## src/rtl/asds_regs.svh

```systemverilog
// How it works
// - Carry input to the adder on ADDC, SUBB and RSUBB is the carry flag left by the previous operation.
// - Subtract with borrow gives X-Y+C-1, reversed form gives Y-X+C-1.
// - Saturation mode set by commands or mode bit 3; off after reset.
// - Saturating result takes max positive or sign-only negative on overflow, by carry.
// - Saturation stays on for every later operation until disabled.
// - Only the result register saturates; feedback wraps, flags follow saturated value.
// - Sticky overflow set by commands or mode bit 2; off after reset.
// - Sticky overflow holds until a zero is written to flag bit 2.
// - All flags register at the end of the executing cycle.
// - Divide takes 32-bit dividend, 16-bit divisor, 16 quotient bits over 16 steps.
// - Sign step: quotient sign is XOR of sign bits, to flag and y0 bit 0.
// - Sign step passes Y, left shifts the feedback and y0 register pair.
// - Quotient step adds divisor if quotient flag set, else subtracts; offset load.
// - Quotient flag is divisor MSB XOR output MSB; inverse shifts into y0.
// - Zero flag is NOR of all result bits.
// - Negative flag is the result sign bit.
// - Overflow flag is XOR of carries out of the top two adder stages.
// - Carry flag is carry out of the top adder stage.
// - X-sign flag takes the X sign bit, only on absolute value.
// - Quotient flag changes only on the two divide steps.
`ifndef ASDS_REGS_SVH
`define ASDS_REGS_SVH
// Register offsets
`define ASDS_ADDR_X0    4'h0
`define ASDS_ADDR_X1    4'h1
`define ASDS_ADDR_Y0    4'h2
`define ASDS_ADDR_Y1    4'h3
`define ASDS_ADDR_RES   4'h4
`define ASDS_ADDR_FB    4'h5
`define ASDS_ADDR_FLAGS 4'h6
`define ASDS_ADDR_MODE  4'h7
// Flag register bit positions
`define ASDS_FLAG_ZERO  0
`define ASDS_FLAG_NEG   1
`define ASDS_FLAG_OVF   2
`define ASDS_FLAG_CARRY 3
`define ASDS_FLAG_XSIGN 4
`define ASDS_FLAG_QUOT  5
// Mode register bit positions
`define ASDS_MODE_STICKY 2
`define ASDS_MODE_SAT    3
// Saturation values and reset values
`define ASDS_SAT_POS    16'h7FFF
`define ASDS_SAT_NEG    16'h8000
`define ASDS_RST_WORD   16'h0000
`define ASDS_RST_FLAGS  6'h00
`endif

```

## src/rtl/asds_pkg.sv

```systemverilog
package asds_pkg;
   // Operation codes from the sequencer
   typedef enum logic [4:0] {
      ASDS_OP_NOP    = 5'h00,
      ASDS_OP_ADD    = 5'h01,
      ASDS_OP_ADDC   = 5'h02,
      ASDS_OP_SUB    = 5'h03,
      ASDS_OP_SUBB   = 5'h04,
      ASDS_OP_RSUB   = 5'h05,
      ASDS_OP_RSUBB  = 5'h06,
      ASDS_OP_NEGX   = 5'h07,
      ASDS_OP_NEGY   = 5'h08,
      ASDS_OP_INCY   = 5'h09,
      ASDS_OP_DECY   = 5'h0A,
      ASDS_OP_PASSX  = 5'h0B,
      ASDS_OP_PASSY  = 5'h0C,
      ASDS_OP_ZERO   = 5'h0D,
      ASDS_OP_ABSX   = 5'h0E,
      ASDS_OP_AND    = 5'h0F,
      ASDS_OP_OR     = 5'h10,
      ASDS_OP_XOR    = 5'h11,
      ASDS_OP_NOTX   = 5'h12,
      ASDS_OP_NOTY   = 5'h13,
      ASDS_OP_DIVIDE_SIGN_STEP   = 5'h14,
      ASDS_OP_DIVIDE_QUOTIENT_STEP   = 5'h15
   } asds_op_e;
   // Operand sources
   typedef enum logic [1:0] {
      ASDS_XS_X0 = 2'h0,
      ASDS_XS_X1 = 2'h1,
      ASDS_XS_RB = 2'h2,
      ASDS_XS_RES = 2'h3
   } asds_xsel_e;
   typedef enum logic [1:0] {
      ASDS_YS_Y0 = 2'h0,
      ASDS_YS_Y1 = 2'h1,
      ASDS_YS_FB = 2'h2
   } asds_ysel_e;
   // Destination of the result
   typedef enum logic [1:0] {
      ASDS_DST_NONE = 2'h0,
      ASDS_DST_RES = 2'h1,
      ASDS_DST_FB = 2'h2
   } asds_dst_e;
   // Mode command
   typedef enum logic [2:0] {
      ASDS_MC_NONE    = 3'b001,
      ASDS_MC_SET     = 3'b010,
      ASDS_MC_CLEAR   = 3'b100
   } asds_mc_e;
   // Whole state of the unit
   typedef struct packed {
      logic [15:0] x_operand_reg0;
      logic [15:0] x_operand_reg1;
      logic [15:0] y_operand_reg0;
      logic [15:0] y_operand_reg1;
      logic [15:0] alu_result_reg;
      logic [15:0] alu_feedback_reg;
      logic zero_flag;
      logic negative_flag;
      logic overflow_flag;
      logic carry_flag;
      logic x_sign_flag;
      logic quotient_flag;
      logic result_saturation_mode;
      logic sticky_overflow_mode;
      logic [15:0] rdata;
   } asds_state_s;
endpackage

```

## src/rtl/asds_alu.sv

```systemverilog
// The plain strobed port and the register addresses are this design's own decisions.
`timescale 1ns/1ps
`include "asds_regs.svh"
module asds_alu (
   input wire logic mclk,
   input wire logic reset,
   input wire logic op_valid,
   input wire asds_pkg::asds_op_e op,
   input wire asds_pkg::asds_xsel_e x_sel,
   input wire asds_pkg::asds_ysel_e y_sel,
   input wire asds_pkg::asds_dst_e dst,
   input wire logic [15:0] r_bus,
   input wire asds_pkg::asds_mc_e sat_cmd,
   input wire asds_pkg::asds_mc_e sticky_cmd,
   input wire logic [3:0] addr,
   input wire logic [15:0] wdata,
   input wire logic wr,
   input wire logic rd,
   output logic [15:0] rdata,
   output logic [15:0] result_out,
   output logic [5:0] flags_out,
   output logic sat_mode_out,
   output logic sticky_mode_out
);
   import asds_pkg::*;

   // ***************************************************
   // Helpers
   // ***************************************************
   // Adder with carry out of top two stages
   function automatic logic [17:0] add16(input logic [15:0] a, input logic [15:0] b,
                                          input logic cin);
      logic [15:0] low;
      logic c14;
      logic [1:0] top;
      {c14, low[14:0]} = {1'b0, a[14:0]} + {1'b0, b[14:0]} + {15'h0000, cin};
      top = {1'b0, a[15]} + {1'b0, b[15]} + {1'b0, c14};
      low[15] = top[0];
      return {top[1], c14, low};
   endfunction

   function automatic logic [15:0] mode_word(input logic sat, input logic sticky);
      logic [15:0] w;
      w = `ASDS_RST_WORD;
      w[`ASDS_MODE_SAT] = sat;
      w[`ASDS_MODE_STICKY] = sticky;
      return w;
   endfunction

   asds_state_s st_r;
   asds_state_s st_nxt;

   // ***************************************************
   // Operand selection and arithmetic
   // ***************************************************
   logic [15:0] xin;
   logic [15:0] yin;
   logic [15:0] divisor;
   logic [17:0] sum;
   logic [15:0] raw;
   logic arith;
   logic quot_bit;

   // Pick operands from the active sources
   always_comb begin
      case (x_sel)
         ASDS_XS_X0: xin = st_r.x_operand_reg0;
         ASDS_XS_X1: xin = st_r.x_operand_reg1;
         ASDS_XS_RES: xin = st_r.alu_result_reg;
         default: xin = r_bus;
      endcase
      case (y_sel)
         ASDS_YS_Y1: yin = st_r.y_operand_reg1;
         ASDS_YS_FB: yin = st_r.alu_feedback_reg;
         default: yin = st_r.y_operand_reg0;
      endcase
   end

   assign divisor = xin;

   // Function decode; carry input of ADDC, SUBB and RSUBB is the stored carry flag
   always_comb begin
      sum = {2'b00, 16'h0000};
      arith = 1'b1;
      raw = 16'h0000;
      case (op)
         ASDS_OP_ADD: sum = add16(xin, yin, 1'b0);
         ASDS_OP_ADDC: sum = add16(xin, yin, st_r.carry_flag);
         ASDS_OP_SUB: sum = add16(xin, ~yin, 1'b1);
         ASDS_OP_SUBB: sum = add16(xin, ~yin, st_r.carry_flag);
         ASDS_OP_RSUB: sum = add16(yin, ~xin, 1'b1);
         ASDS_OP_RSUBB: sum = add16(yin, ~xin, st_r.carry_flag);
         ASDS_OP_NEGX: sum = add16(16'h0000, ~xin, 1'b1);
         ASDS_OP_NEGY: sum = add16(16'h0000, ~yin, 1'b1);
         ASDS_OP_INCY: sum = add16(yin, 16'h0000, 1'b1);
         ASDS_OP_DECY: sum = add16(yin, 16'hFFFF, 1'b0);
         ASDS_OP_PASSX: sum = add16(xin, 16'h0000, 1'b0);
         ASDS_OP_PASSY: sum = add16(yin, 16'h0000, 1'b0);
         ASDS_OP_ZERO: sum = add16(16'h0000, 16'h0000, 1'b0);
         ASDS_OP_ABSX: sum = xin[15] ? add16(16'h0000, ~xin, 1'b1)
                                     : add16(xin, 16'h0000, 1'b0);
         ASDS_OP_DIVIDE_SIGN_STEP: sum = add16(yin, 16'h0000, 1'b0);
         ASDS_OP_DIVIDE_QUOTIENT_STEP: sum = st_r.quotient_flag ? add16(yin, divisor, 1'b0)
                                                : add16(yin, ~divisor, 1'b1);
         ASDS_OP_AND: begin
            arith = 1'b0;
            raw = xin & yin;
         end
         ASDS_OP_OR: begin
            arith = 1'b0;
            raw = xin | yin;
         end
         ASDS_OP_XOR: begin
            arith = 1'b0;
            raw = xin ^ yin;
         end
         ASDS_OP_NOTX: begin
            arith = 1'b0;
            raw = ~xin;
         end
         ASDS_OP_NOTY: begin
            arith = 1'b0;
            raw = ~yin;
         end
         default: arith = 1'b0;
      endcase
      if (arith) begin
         raw = sum[15:0];
      end
   end

   // ***************************************************
   // Next state
   // ***************************************************
   // Flags and saturation are computed from this cycle's output
   always_comb begin
      logic ovf;
      logic cry;
      logic [15:0] sat_val;
      logic [15:0] fb_word;
      logic qflag;
      logic [15:0] mw;
      ovf = 1'b0;
      cry = 1'b0;
      sat_val = 16'h0000;
      fb_word = 16'h0000;
      qflag = 1'b0;
      mw = 16'h0000;
      st_nxt = st_r;
      st_nxt.rdata = 16'h0000;
      quot_bit = 1'b0;
      ovf = arith & (sum[17] ^ sum[16]);
      cry = arith & sum[17];
      // Saturation follows mode, not the instruction
      // Flags see the saturated word even when the feedback register wraps
      if (st_r.result_saturation_mode && ovf) begin
         sat_val = cry ? `ASDS_SAT_NEG : `ASDS_SAT_POS;
      end else begin
         sat_val = raw;
      end
      // Command-driven mode changes, reset leaves both off
      if (sat_cmd == ASDS_MC_SET) st_nxt.result_saturation_mode = 1'b1;
      if (sat_cmd == ASDS_MC_CLEAR) st_nxt.result_saturation_mode = 1'b0;
      if (sticky_cmd == ASDS_MC_SET) st_nxt.sticky_overflow_mode = 1'b1;
      if (sticky_cmd == ASDS_MC_CLEAR) st_nxt.sticky_overflow_mode = 1'b0;
      if (op_valid && op != ASDS_OP_NOP) begin
         // Flags land at the end of the executing cycle
         st_nxt.zero_flag = ~|sat_val;
         st_nxt.negative_flag = sat_val[15];
         st_nxt.carry_flag = cry;
         st_nxt.overflow_flag = ovf | (st_r.sticky_overflow_mode & st_r.overflow_flag);
         if (op == ASDS_OP_ABSX) st_nxt.x_sign_flag = xin[15];
         if (op == ASDS_OP_DIVIDE_SIGN_STEP) begin
            qflag = divisor[15] ^ yin[15];
            st_nxt.quotient_flag = qflag;
            st_nxt.y_operand_reg0 = {st_r.y_operand_reg0[14:0], qflag};
            fb_word = {raw[14:0], st_r.y_operand_reg0[15]};
            st_nxt.alu_feedback_reg = fb_word;
         end else if (op == ASDS_OP_DIVIDE_QUOTIENT_STEP) begin
            qflag = divisor[15] ^ raw[15];
            quot_bit = ~qflag;
            st_nxt.quotient_flag = qflag;
            st_nxt.y_operand_reg0 = {st_r.y_operand_reg0[14:0], quot_bit};
            st_nxt.alu_feedback_reg = {raw[14:0], st_r.y_operand_reg0[15]};
         end else if (dst == ASDS_DST_RES) begin
            st_nxt.alu_result_reg = sat_val;
         end else if (dst == ASDS_DST_FB) begin
            st_nxt.alu_feedback_reg = raw;
         end
      end
      // Register port writes; a direct write of the flags wins
      if (wr) begin
         case (addr)
            `ASDS_ADDR_X0: st_nxt.x_operand_reg0 = wdata;
            `ASDS_ADDR_X1: st_nxt.x_operand_reg1 = wdata;
            `ASDS_ADDR_Y0: st_nxt.y_operand_reg0 = wdata;
            `ASDS_ADDR_Y1: st_nxt.y_operand_reg1 = wdata;
            `ASDS_ADDR_RES: st_nxt.alu_result_reg = wdata;
            `ASDS_ADDR_FB: st_nxt.alu_feedback_reg = wdata;
            `ASDS_ADDR_FLAGS: begin
               st_nxt.zero_flag = wdata[`ASDS_FLAG_ZERO];
               st_nxt.negative_flag = wdata[`ASDS_FLAG_NEG];
               st_nxt.overflow_flag = wdata[`ASDS_FLAG_OVF];
               st_nxt.carry_flag = wdata[`ASDS_FLAG_CARRY];
               st_nxt.x_sign_flag = wdata[`ASDS_FLAG_XSIGN];
               st_nxt.quotient_flag = wdata[`ASDS_FLAG_QUOT];
            end
            `ASDS_ADDR_MODE: begin
               st_nxt.sticky_overflow_mode = wdata[`ASDS_MODE_STICKY];
               st_nxt.result_saturation_mode = wdata[`ASDS_MODE_SAT];
            end
            default: ;
         endcase
      end
      // Read data reflect the state before this cycle
      if (rd) begin
         mw = mode_word(st_r.result_saturation_mode, st_r.sticky_overflow_mode);
         case (addr)
            `ASDS_ADDR_X0: st_nxt.rdata = st_r.x_operand_reg0;
            `ASDS_ADDR_X1: st_nxt.rdata = st_r.x_operand_reg1;
            `ASDS_ADDR_Y0: st_nxt.rdata = st_r.y_operand_reg0;
            `ASDS_ADDR_Y1: st_nxt.rdata = st_r.y_operand_reg1;
            `ASDS_ADDR_RES: st_nxt.rdata = st_r.alu_result_reg;
            `ASDS_ADDR_FB: st_nxt.rdata = st_r.alu_feedback_reg;
            `ASDS_ADDR_FLAGS: st_nxt.rdata = {10'h000, st_r.quotient_flag, st_r.x_sign_flag,
               st_r.carry_flag, st_r.overflow_flag, st_r.negative_flag, st_r.zero_flag};
            `ASDS_ADDR_MODE: st_nxt.rdata = mw;
            default: st_nxt.rdata = 16'h0000;
         endcase
      end
   end

   // ***************************************************
   // State register
   // ***************************************************
   // Reset clears everything, modes included
   always_ff @(posedge mclk) begin
      if (reset) begin
         st_r <= '0;
      end else begin
         st_r <= st_nxt;
      end
   end

   assign rdata = st_r.rdata;
   assign result_out = st_r.alu_result_reg;
   assign flags_out = {st_r.quotient_flag, st_r.x_sign_flag, st_r.carry_flag,
                       st_r.overflow_flag, st_r.negative_flag, st_r.zero_flag};
   assign sat_mode_out = st_r.result_saturation_mode;
   assign sticky_mode_out = st_r.sticky_overflow_mode;

   // ***************************************************
   // Checks
   // ***************************************************
   logic exec;
   assign exec = op_valid && op != ASDS_OP_NOP && !wr;

   property p_sat_pos;
      @(posedge mclk) disable iff (reset)
      exec && st_r.result_saturation_mode && dst == ASDS_DST_RES && arith &&
      (sum[17] ^ sum[16]) && !sum[17] && op != ASDS_OP_DIVIDE_SIGN_STEP && op != ASDS_OP_DIVIDE_QUOTIENT_STEP
      |=> st_r.alu_result_reg == `ASDS_SAT_POS;
   endproperty
   a_sat_pos: assert property (p_sat_pos) else $error("no positive saturation");

   property p_nosat;
      @(posedge mclk) disable iff (reset)
      exec && !st_r.result_saturation_mode && dst == ASDS_DST_RES &&
      op != ASDS_OP_DIVIDE_SIGN_STEP && op != ASDS_OP_DIVIDE_QUOTIENT_STEP
      |=> st_r.alu_result_reg == $past(raw);
   endproperty
   a_nosat: assert property (p_nosat) else $error("raw result altered");

   property p_sticky;
      @(posedge mclk) disable iff (reset)
      st_r.sticky_overflow_mode && st_r.overflow_flag && !wr |=> st_r.overflow_flag;
   endproperty
   a_sticky: assert property (p_sticky) else $error("sticky overflow lost");

   property p_zero;
      @(posedge mclk) disable iff (reset)
      exec && !st_r.result_saturation_mode |=> st_r.zero_flag == ($past(raw) == 16'h0000);
   endproperty
   a_zero: assert property (p_zero) else $error("zero flag wrong");

   property p_quot_hold;
      @(posedge mclk) disable iff (reset)
      !wr && !(op_valid && (op == ASDS_OP_DIVIDE_SIGN_STEP || op == ASDS_OP_DIVIDE_QUOTIENT_STEP))
      |=> $stable(st_r.quotient_flag);
   endproperty
   a_quot_hold: assert property (p_quot_hold) else $error("quotient flag moved");

   property p_divide_quotient_step_bit;
      @(posedge mclk) disable iff (reset)
      exec && op == ASDS_OP_DIVIDE_QUOTIENT_STEP |=> st_r.y_operand_reg0[0] == !st_r.quotient_flag;
   endproperty
   a_divide_quotient_step_bit: assert property (p_divide_quotient_step_bit) else $error("quotient bit wrong");

   property p_divide_sign_step_pair;
      @(posedge mclk) disable iff (reset)
      exec && op == ASDS_OP_DIVIDE_SIGN_STEP
      |=> st_r.alu_feedback_reg[0] == $past(st_r.y_operand_reg0[15]) &&
          st_r.y_operand_reg0[0] == st_r.quotient_flag;
   endproperty
   a_divide_sign_step_pair: assert property (p_divide_sign_step_pair) else $error("sign step shift wrong");

   property p_modes_reset;
      @(posedge mclk) $fell(reset) |-> !st_r.result_saturation_mode &&
                                       !st_r.sticky_overflow_mode;
   endproperty
   a_modes_reset: assert property (p_modes_reset) else $error("modes on after reset");
endmodule

```

## config.mk

```make
export PLATFORM = sky130hd
export DESIGN_NAME = asds_alu
export DESIGN_NICKNAME = d
export VERILOG_FILES = /design/src/rtl/asds_pkg.sv /design/src/rtl/asds_alu.sv
export VERILOG_INCLUDE_DIRS = /design/src /design/src/rtl
export SDC_FILE = /design/constraint.sdc
export NUM_CORES = 1
export LEC_CHECK = 0
export BUFFER_PORTS_ARGS = -buffer_cell sky130_fd_sc_hd__buf_2
export CAP_MARGIN = 20
export CORE_ASPECT_RATIO = 1.1
export CORE_MARGIN = 2
export CORE_UTILIZATION = 45
export CTS_CLUSTER_DIAMETER = 100
export DETAILED_ROUTE_END_ITERATION = 12
export SETUP_SLACK_MARGIN = 0.4
export SKIP_CTS_REPAIR_TIMING = 1
export SLEW_MARGIN = 10
export SYNTH_ARGS = -nofsm -noshare
export SYNTH_HDL_FRONTEND = slang
export SYNTH_SLANG_ARGS = --single-unit
```

## constraint.sdc

```tcl
create_clock -name mclk -period 9.45 [get_ports mclk]
set_clock_uncertainty 0.2 [all_clocks]
set_input_delay 0.945 -clock mclk [delete_from_list [all_inputs] [get_ports mclk]]
set_output_delay 0.945 -clock mclk [all_outputs]
set_load 0.1 [all_outputs]
```

==> impl_results.md, run 1 <==
- Status: completed
- Final nets: around 2,100
- LEAKAGE: 5.87 nW
- RePlAce Congestion: ~1.0
- Routed Antenna Nets: 0
- Ant diodes: 0
- Register area: 0.00240 mm²
- Multi-input gate area: roughly 0.011 mm²
- Fillers: 3,236
- Hold Startpoint: st_r[111]$_SDFFE_PP0P_
- All-Layer GR Usage: between 30% and 40%
- Post-synth EDFFs: 0
- Chip width: roughly 170 µm
- Max-slew headroom: between 20% and 30%
- Final setup viols: 0
- Post-Syn Area: 0.0142 mm²
- Root buffer cell: clkbuf_16
- Crit path max-delay family: simple AND/OR/NAND/NOR gates
- Hpwl dp: between 50 and 60 mm
- Part of the cycle the worst path needs: about 90%
- Ports: 98
- Fraction of layout cells with a size suffix above 1: 13.7%
- IO buf count: between 90 and 100
- CTS tree: yes
- Worst-path clk slew: 0.05 ns
- Worst-case clock buffer depth: 2
- Placed insts: about 2,400
- Slowest CP cell: o21ai_0
- Launching point of the worst reg2reg path: result_out[0]$_SDFF_PP0_
- Clk_lat worst skew: ~0.42 ns
- Setup crit end kind: flop
- Critical path data arrival time: roughly 8.6 ns
- DR pass1 iterations: 7
- Initial detailed-routing violation count: about 2,300
- Most Crowded Layer GR: met2
- RSZ-0062 raised after global routing: no
- Via-per-instance ratio: 6.94
- WL final: approximately 68 mm
- Die area: roughly 0.033 mm²
- Peak supply drop: approximately 0.20 mV
- Row count: 68
- Met3 track demand over resource: a little over 6%
- First-pass GRT wire length: 100 mm
- CTS buffer count: 17
- Starting density of the core: between 40% and 50%
- Seq/Total Area, Yosys: 16.9%
- Seq cells post-synth: 120
- Worst Hold Class: reg -> reg
- Largest net degree at the start of global routing: 60
- Syn_nets: 2,114
- Synth-to-Final Area Change: 9.53%
- Initial antenna violation count: 0
- Synth Instances: slightly below 2,000
- Setup ws final: between 0.9 and 1 ns
- Max FO, Critical Path: 20
- Vias in the first global route: approximately 16,000
- Routed wire per std cell: ~28 µm
- Die Height: between 150 and 200 µm
- Total power: about 2.2 mW
- Pre-CTS setup slack: between 0.7 and 0.8 ns
- Top cell by count, worst path: nand2_1
- CTS H-tree lvls: 4
- Max-slew violations: 0
- CP required: approximately 9.5 ns
- CP startpoint: y_sel[0]
- Reg2reg setup slack: around 1.7 ns
- Post-synth ARST share: 0%
- DRC viols: 0
- CP Buf/Inv Count: 5
- CP max stage delay: slightly below 0.8 ns
- Warning count from the yosys run: 0
- Total gr overflow: 0
- M2 GR Usage: 67.1%
- Non-Filler Instances: around 2,400
- Cell variety after synth: ~100
- Setup TNS: 0 ns
- Fmax achieved: 118 MHz
- CORE AREA: ~0.031 mm²
- Prevailing post-synth register cell: dfxtp_1
- Worst-margin pin slew: 1.16 ns
- Worst Setup Path Type: in -> reg
- Pwr dens: between 100 and 150 mW/mm²
- Endpoints failing hold: 0
- Fin crit period: around 8.5 ns
- Clk sink count: 120
- Met1 Usage GRT: a little under half
- Mean Syn Cell Area: approximately 7.3 µm²
- Via count: roughly 17,000
- Max cap viols: 0
- CP startpoint kind: input pin
## cell families (layout without fill, tap and decap cells)
logic type	Yosys count	count (layout)	share of synthesized area [%]
XOR/XNOR	59	59	3.63
AO/OA/AOI/OAI	641	641	32.1
flip-flops	120	120	16.9
buffers and inverters	224	261	7.17
multiplexers	44	44	4.52
adder cells (fa/ha/maj)	94	94	8.74
AND/OR/NAND/NOR	780	780	27.0
## cell type report
type	instances	share of cell area [%]
flip-flops and latches	120	15.4
clock buffers	27	3.29
multi-input cells	1618	69.7
inverters	61	1.47
well taps	420	3.37
repair buffers	170	6.68
clock inverters	3	0.0963
## stage by stage
step,cell area [µm²],utilization (%),hold slack (ns)
after floorplan,14200,-,0.246
after CTS,15600,49.7,0.274
final,15600,49.8,0.277
after global routing,15600,49.8,0.294
after detailed placement,15000,48.0,0.266
after global placement,15000,48.0,0.257
## power breakdown
| part | switching, mW | leakage [nW] | total (mW) | internal, mW |
|---|---|---|---|---|
| logic | 0.754 | 4.64 | 1.10 | 0.346 |
| clock network | 0.225 | 0.263 | 0.590 | 0.365 |
| registers | 0.0232 | 0.973 | 0.547 | 0.524 |
| total | 1.00 | 5.87 | 2.24 | 1.23 |
## worst paths after layout
path | end | cells past startpoint
setup / recovery | flags_out[5]$_SDFF_PP0_ | 28
hold reg to reg | st_r[111]$_SDFFE_PP0P_ | 2
setup reg to reg | flags_out[5]$_SDFF_PP0_ | 27
hold / removal | st_r[111]$_SDFFE_PP0P_ | 2
## state kept, by name, indices dropped and copies added, names as in the netlist
name / count
sticky_mode_out: 1
flags_out: 6
result_out: 16
sat_mode_out: 1
st_r: 80
rdata: 16
## metal layers
metal  share of wire, %  vias to the layer above
li1                   -                     7448
met1                 38                     8031
met2                 46                     1045
met3                8.7                      260
met4                6.5                        0
met5                  0                        -
## cell usage in the layout, fill, tap and decap left out, drive strengths merged, types with 26 or more instances in the layout
cell	instances
buf	170
nor2b	29
xnor2	48
o21ai	80
mux2i	26
nand2	252
nand3	49
a22oi	51
dfxtp	120
inv	55
nor2	178
clkbuf	27
nor3	62
nand2b	26
a311oi	29
a31oi	39
a211oi	27
nor4	26
a21oi	140
ha	85
## cells in the mapped netlist (all sizes together), types with 11 or more instances
cell type | n | area share (%)
nand2 | 252 | 6.6
nor2 | 178 | 4.7
a21oi | 140 | 4.9
dfxtp | 120 | 17
clkbuf | 93 | 2.5
ha | 85 | 7.5
o21ai | 80 | 2.8
buf | 70 | 3.1
nor3 | 62 | 2.2
inv | 55 | 1.5
a22oi | 51 | 2.7
nand3 | 49 | 1.8
xnor2 | 48 | 3.0
a31oi | 39 | 1.7
a311oi | 29 | 1.8
nor2b | 29 | 1.3
a211oi | 27 | 1.5
mux2i | 26 | 1.8
nand2b | 26 | 1.1
nor4 | 26 | 1.2
a21o | 25 | 1.3
a221oi | 25 | 1.6
nand4 | 25 | 1.1
o221ai | 23 | 1.4
a2111oi | 22 | 1.5
o22ai | 21 | 0.92
or2 | 21 | 0.92
o211ai | 17 | 0.90
o21a | 17 | 0.90
and3 | 16 | 0.70
mux4 | 16 | 2.5
and2 | 15 | 0.66
or3 | 14 | 0.62
o31ai | 12 | 0.63
or4 | 11 | 0.58
xor2 | 11 | 0.68
## worst reg2reg max path: stages, from the launching register on
cell,delay (ns)
dfxtp_1,0.35
mux4_2,0.61
inv_1,0.20
ha_1,0.28
inv_1,0.08
fa_1,0.43
nand2b_1,0.22
a2111oi_0,0.65
or3_1,0.23
nand4_1,0.22
nor4_1,0.30
buf_4,0.18
nand4_1,0.21
nor3_1,0.52
nand2_1,0.13
xnor2_1,0.21
fa_1,0.47
mux2i_1,0.14
o32ai_1,0.09
a2111oi_0,0.42
nand2_1,0.10
nor4_1,0.30
buf_4,0.21
xnor2_1,0.13
nand2_1,0.09
and3_1,0.21
a2111oi_0,0.34
nor3_1,0.09
No activity file was read; power rests on OpenSTA's default activity.
==> run 2: changes to the inputs <==
REMOVE_ABC_BUFFERS = 1   (was not set)
==> impl_results.md, run 2 (same netlist as run 1, synthesis figures left out) <==
- Worst Setup Path Type: in -> reg (unchanged)
- Ports: 98 (unchanged)
- Worst-case clock buffer depth: 2 (unchanged)
- Flip-flop count of the largest register after layout: 80 (unchanged)
- Initial detailed-routing violation count: 2,542 (was 2,302)
- Ant diodes: 0 (unchanged)
- Die area: 0.0331 mm² (unchanged)
- Max-slew headroom: 15.8% (was 20.6%)
- Via-per-instance ratio: 6.96 (was 6.94)
- RSZ-0062 raised after global routing: no (unchanged)
- WHS Path Cells: 2 (unchanged)
- Commonest non-fill, non-tap cell in the layout: nand2_1 (unchanged)
- Fmax achieved: 117 MHz (was 118 MHz)
- Worst-path clk slew: 0.05 ns (about the same)
- Routed wire per std cell: 28.1 µm (was 28.0 µm)
- Total gr overflow: 0 (unchanged)
- DRC viols: 0 (unchanged)
- Setup crit end kind: flop (unchanged)
- CTS buffer count: 17 (unchanged)
- Worst-margin pin slew: 1.26 ns (was 1.16 ns)
- CTS H-tree lvls: 4 (unchanged)
- CP startpoint: y_sel[0] (unchanged)
- RePlAce Congestion: 1.02 (was 1.03)
- Clk_lat worst skew: 0.43 ns (was 0.42 ns)
- Fraction of layout cells with a size suffix above 1: 14.5% (was 13.7%)
- Psw: 1.03 mW (was 1.00 mW)
- Worst Hold Class: reg -> reg (unchanged)
- Final nets: 2,150 (was 2,140)
- Fillers: 3,246 (was 3,236)
- First-pass GRT wire length: 101 mm (was 100 mm)
- Total power: 2.32 mW (was 2.24 mW)
- Reg with most FFs: st_r (unchanged)
- Setup TNS: 0 ns (unchanged)
- Reg2Reg Depth: 27 (unchanged)
- Via count: 16,900 (was 16,800)
- All-Layer GR Usage: 40.2% (was 39.8%)
- Final setup viols: 0 (unchanged)
- Hold Startpoint: st_r[90]$_SDFFE_PP0P_ (was st_r[111]$_SDFFE_PP0P_)
- Starting density of the core: 45.5% (unchanged)
- Root buffer cell: clkbuf_16 (unchanged)
- Initial antenna violation count: 0 (unchanged)
- Routed Antenna Nets: 0 (unchanged)
- LEAKAGE: 5.95 nW (was 5.87 nW)
- Chip width: 174 µm (unchanged)
- Seq pwr share: 23.5% (was 24.5%)
- Reg2reg setup slack: 1.71 ns (was 1.69 ns)
- Setup ws final: 0.913 ns (was 0.971 ns)
- Synth-to-Final Area Change: 10.7% (was 9.53%)
- Row count: 68 (unchanged)
- Vias in the first global route: 15,500 (was 15,800)
- Reg2reg end: flags_out[5]$_SDFF_PP0_ (unchanged)
- Critical path data arrival time: 8.62 ns (was 8.56 ns)
- WHS: 0.274 ns (was 0.277 ns)
- Net Sw Frac: 44.2% (was 44.8%)
- Fin crit period: 8.54 ns (was 8.48 ns)
- WL final: 68.3 mm (was 67.8 mm)
- Most frequent cells in the layout: nand2_1, nor2_1, a21oi_1 (unchanged)
- IO buf count: 97 (unchanged)
- Max-slew violations: 0 (unchanged)
- Max cap viols: 0 (unchanged)
- Largest net degree at the start of global routing: 47 (was 60)
- CP startpoint kind: input pin (unchanged)
- Clk sink count: 120 (unchanged)
- Launching point of the worst reg2reg path: st_r[24]$_SDFF_PP0_ (was result_out[0]$_SDFF_PP0_)
- Register area: 0.00240 mm² (unchanged)
- Comb power frac: 48.2% (was 49.2%)
- Fin util: 50.3% (was 49.8%)
- Peak supply drop: 0.154 mV (was 0.205 mV)
- Die Height: 191 µm (unchanged)
- Multi-input gate area: 0.0109 mm² (about the same)
- Max FO, Critical Path: 15 (was 20)
- Status: completed (unchanged)
- Internal power: 1.29 mW (was 1.23 mW)
- Pre-CTS setup slack: 0.498 ns (was 0.722 ns)
- Hpwl dp: 53.4 mm (was 53.1 mm)
- CTS tree: yes (unchanged)
- DR pass1 iterations: 8 (was 7)
- Hold endpoint: st_r[90]$_SDFFE_PP0P_ (was st_r[111]$_SDFFE_PP0P_)
- CORE AREA: 0.0313 mm² (unchanged)
- Pwr dens: 147 mW/mm² (was 143 mW/mm²)
- Part of the cycle the worst path needs: 90.3% (was 89.7%)
- Slowest CP cell: ha_1 (was o21ai_0)
- Endpoints failing hold: 0 (unchanged)
- CP max stage delay: 0.53 ns (was 0.78 ns)
- CP required: 9.54 ns (was 9.53 ns)
- Fraction of power consumed by the clock network: 28.3% (was 26.4%)
## run 2: cell count changes in the layout (fill, tap and decap cells not counted), moves of 2 or more
| cell | before | now |
|---|---|---|
| clkbuf_8 | 5 | 8 |
| clkbuf_1 | 5 | 1 |
| nor2_1 | 177 | 175 |
| nor2_2 | 1 | 3 |
| clkinvlp_4 | 0 | 2 |
| buf_4 | 72 | 80 |
## run 2: worst max-delay path by stage
| stage | end | slack (ns) |
|---|---|---|
| 4_1_cts | flags_out[5]$_SDFF_PP0_ | 0.94 |
| 3_3_place_gp | flags_out[5]$_SDFF_PP0_ | 0.61 |
| 2_1_floorplan | flags_out[5]$_SDFF_PP0_ | 1.31 |
| 5_1_grt | flags_out[0]$_SDFF_PP0_ | 0.45 |
| 6_report | flags_out[5]$_SDFF_PP0_ | 0.91 |
| 3_5_place_dp | flags_out[5]$_SDFF_PP0_ | 0.50 |
## run 2: stage by stage
stage	cells	instance area, µm²
global route	2431	15800
CTS	2429	15700
global placement	2396	15100
detailed placement	2397	15100
floorplan	1799	13400
finish	2431	15800
## run 2: routing by layer
metal	vias up	share of wire [%]	track usage (%)
met3	234	9.4	5.64
met1	8027	39	50.8
met5	-	0	0
met2	1196	46	66.6
met4	0	6.3	21.5
li1	7472	-	-
## run 2: power groups by stage
stage                     combinational (mW)  sequential (mW)  clock (mW)
after floorplan                        0.630            0.599           0
after global routing                    1.18            0.547       0.679
after global placement                  1.07            0.555           0
after CTS                               1.08            0.544       0.656
final                                   1.12            0.546       0.656
after detailed placement                1.07            0.555           0
## run 2: area by class of cell
type / count / share of cell area (%)
inverter: 61 / 1.45
tap: 420 / 3.34
sequential: 120 / 15.2
clock inverter: 6 / 0.381
multi-input combinational: 1618 / 69.0
clock buffer: 26 / 3.42
timing repair buffer: 180 / 7.19
## run 2: worst max-delay path: cells and delay by family
| family | cells | cell delay [ns] |
|---|---|---|
| buffers and inverters | 6 | 0.94 |
| adders and majority gates | 4 | 1.65 |
| AOI/OAI and AO/OA | 7 | 2.43 |
| xor gates and xnor gates | 2 | 0.29 |
| and+or+nand+nor | 10 | 2.32 |
==> run 3: changes to the inputs <==
RECOVER_POWER = 50   (was not set)
==> impl_results.md, run 3 (same netlist as run 1, synthesis figures left out) <==
- Routed wire per std cell: 28.1 µm (about the same)
- First-pass GRT wire length: 101 mm (unchanged)
- RSZ-0062 raised after global routing: no (unchanged)
- Max-slew violations: 94 (was 0)
- Setup ws final: 0.842 ns (was 0.913 ns)
- Endpoints failing hold: 0 (unchanged)
- Hpwl dp: 53.4 mm (unchanged)
- All-Layer GR Usage: 40.2% (unchanged)
- Clk_lat worst skew: 0.43 ns (about the same)
- Via-per-instance ratio: 6.98 (was 6.96)
- Synth-to-Final Area Change: 10.3% (was 10.7%)
- Failing checks: max-capacitance violations, max-slew violations
- CP max stage delay: 0.54 ns (was 0.53 ns)
- Worst-margin pin slew: 2.23 ns (was 1.26 ns)
- Pre-CTS setup slack: 0.498 ns (unchanged)
- CORE AREA: 0.0313 mm² (unchanged)
- Via count: 17,000 (was 16,900)
- Final nets: 2,150 (unchanged)
- Root buffer cell: clkbuf_16 (unchanged)
- Fraction of layout cells with a size suffix above 1: 12.4% (was 14.5%)
- CTS buffer count: 17 (unchanged)
- Die Height: 191 µm (unchanged)
- WL final: 68.4 mm (was 68.3 mm)
- Reg with most FFs: st_r (unchanged)
- Setup crit end kind: flop (unchanged)
- WL met2: 31.2 mm (was 31.1 mm)
- Placed insts: 2,397 (unchanged)
- Met1 WL: 26.9 mm (was 26.4 mm)
- Row count: 68 (unchanged)
- Clk sink count: 120 (unchanged)
- Design Area, Final: 0.0157 mm² (was 0.0158 mm²)
- Peak supply drop: 0.152 mV (was 0.154 mV)
- Slowest CP cell: ha_1 (unchanged)
- DR pass1 iterations: 6 (was 8)
- Ports: 98 (unchanged)
- Worst-path clk slew: 0.05 ns (about the same)
- Initial antenna violation count: 0 (unchanged)
- Max FO, Critical Path: 15 (unchanged)
- Largest net degree at the start of global routing: 47 (unchanged)
- Initial detailed-routing violation count: 2,531 (was 2,542)
- Final setup viols: 0 (unchanged)
- IO buf count: 97 (unchanged)
- Ant diodes: 0 (unchanged)
- Post-place instance area: 0.0151 mm² (unchanged)
- Vias in the first global route: 15,500 (unchanged)
- CP startpoint kind: input pin (unchanged)
- Setup TNS: 0 ns (unchanged)
- Worst Setup Path Type: in -> reg (unchanged)
- Worst Hold Class: reg -> reg (unchanged)
- Flip-flop count of the largest register after layout: 80 (unchanged)
- Commonest non-fill, non-tap cell in the layout: nand2_1 (unchanged)
- RePlAce Congestion: 1.02 (unchanged)
- Starting density of the core: 45.5% (unchanged)
- CTS H-tree lvls: 4 (unchanged)
- Most frequent cells in the layout: nand2_1, nor2_1, a21oi_1 (unchanged)
- Routed wl met3: 6.10 mm (was 6.45 mm)
- Critical path data arrival time: 8.62 ns (about the same)
- Total gr overflow: 0 (unchanged)
- Fmax achieved: 116 MHz (was 117 MHz)
- Non-Filler Instances: 2,431 (unchanged)
- DRC viols: 0 (unchanged)
- Total power: 2.32 mW (about the same)
- Routed Antenna Nets: 0 (unchanged)
- Max cap viols: 2 (was 0)
- Fin crit period: 8.61 ns (was 8.54 ns)
- Worst-case clock buffer depth: 2 (unchanged)
- Die area: 0.0331 mm² (unchanged)
- LEAKAGE: 5.77 nW (was 5.95 nW)
- Max Used Layer: met4 (unchanged)
- Max-slew headroom: -48.9% (was 15.8%)
- Pwr dens: 148 mW/mm² (was 147 mW/mm²)
- Part of the cycle the worst path needs: 91.1% (was 90.3%)
- Status: finished, violations left (was completed)
- CP required: 9.46 ns (was 9.54 ns)
- CTS tree: yes (unchanged)
- Chip width: 174 µm (unchanged)
[run 3: cell types whose count changed in the layout (fill, tap and decap cells not counted)]
cell	previous run	this run
buf_2	97	57
clkbuf_1	1	43
buf_4	80	78
[run 3: metrics by stage]
step	hold WS, ns	util [%]
6_report	0.274	50.1
5_1_grt	0.284	50.1
4_1_cts	0.271	50.2
3_5_place_dp	0.264	48.3
3_3_place_gp	0.256	48.2
2_1_floorplan	0.240	-
[run 3: cell type report]
| class | count | area [µm²] |
|---|---|---|
| clock buffers | 26 | 539 |
| clock inverters | 6 | 60.1 |
| fillers | 3274 | 15600 |
| inverters | 61 | 229 |
| multi-input cells | 1618 | 10900 |
| flip-flops and latches | 120 | 2400 |
| well taps | 420 | 526 |
| repair buffers | 180 | 1070 |
[run 3: metal layers]
| layer | track usage [%] | vias to the layer above |
|---|---|---|
| met5 | 0 | - |
| met4 | 21.5 | 0 |
| met3 | 5.64 | 209 |
| met2 | 66.6 | 1126 |
| met1 | 50.8 | 8164 |
| li1 | - | 7458 |
[run 3: worst paths after layout]
path	start	endpoint	slack (ns)	depth (start not counted)
hold reg to reg	st_r[90]$_SDFFE_PP0P_	st_r[90]$_SDFFE_PP0P_	0.27	2
hold / removal	st_r[90]$_SDFFE_PP0P_	st_r[90]$_SDFFE_PP0P_	0.27	2
setup reg to reg	st_r[24]$_SDFF_PP0_	flags_out[5]$_SDFF_PP0_	1.62	27
setup / recovery	y_sel[0]	flags_out[5]$_SDFF_PP0_	0.84	29
[run 3: critical path, delay by kind of cell]
family | cells | cell delay, ns
AND/OR/NAND/NOR | 10 | 2.34
XOR/XNOR | 2 | 0.29
AO/OA/AOI/OAI | 7 | 2.42
buffers and inverters | 6 | 0.95
adder cells (fa/ha/maj) | 4 | 1.66
[run 3: where the power goes]
part	internal [mW]	leakage [nW]	switching, mW
clock network	0.416	0.294	0.239
registers	0.524	0.973	0.0228
logic	0.353	4.50	0.768
total	1.29	5.77	1.03
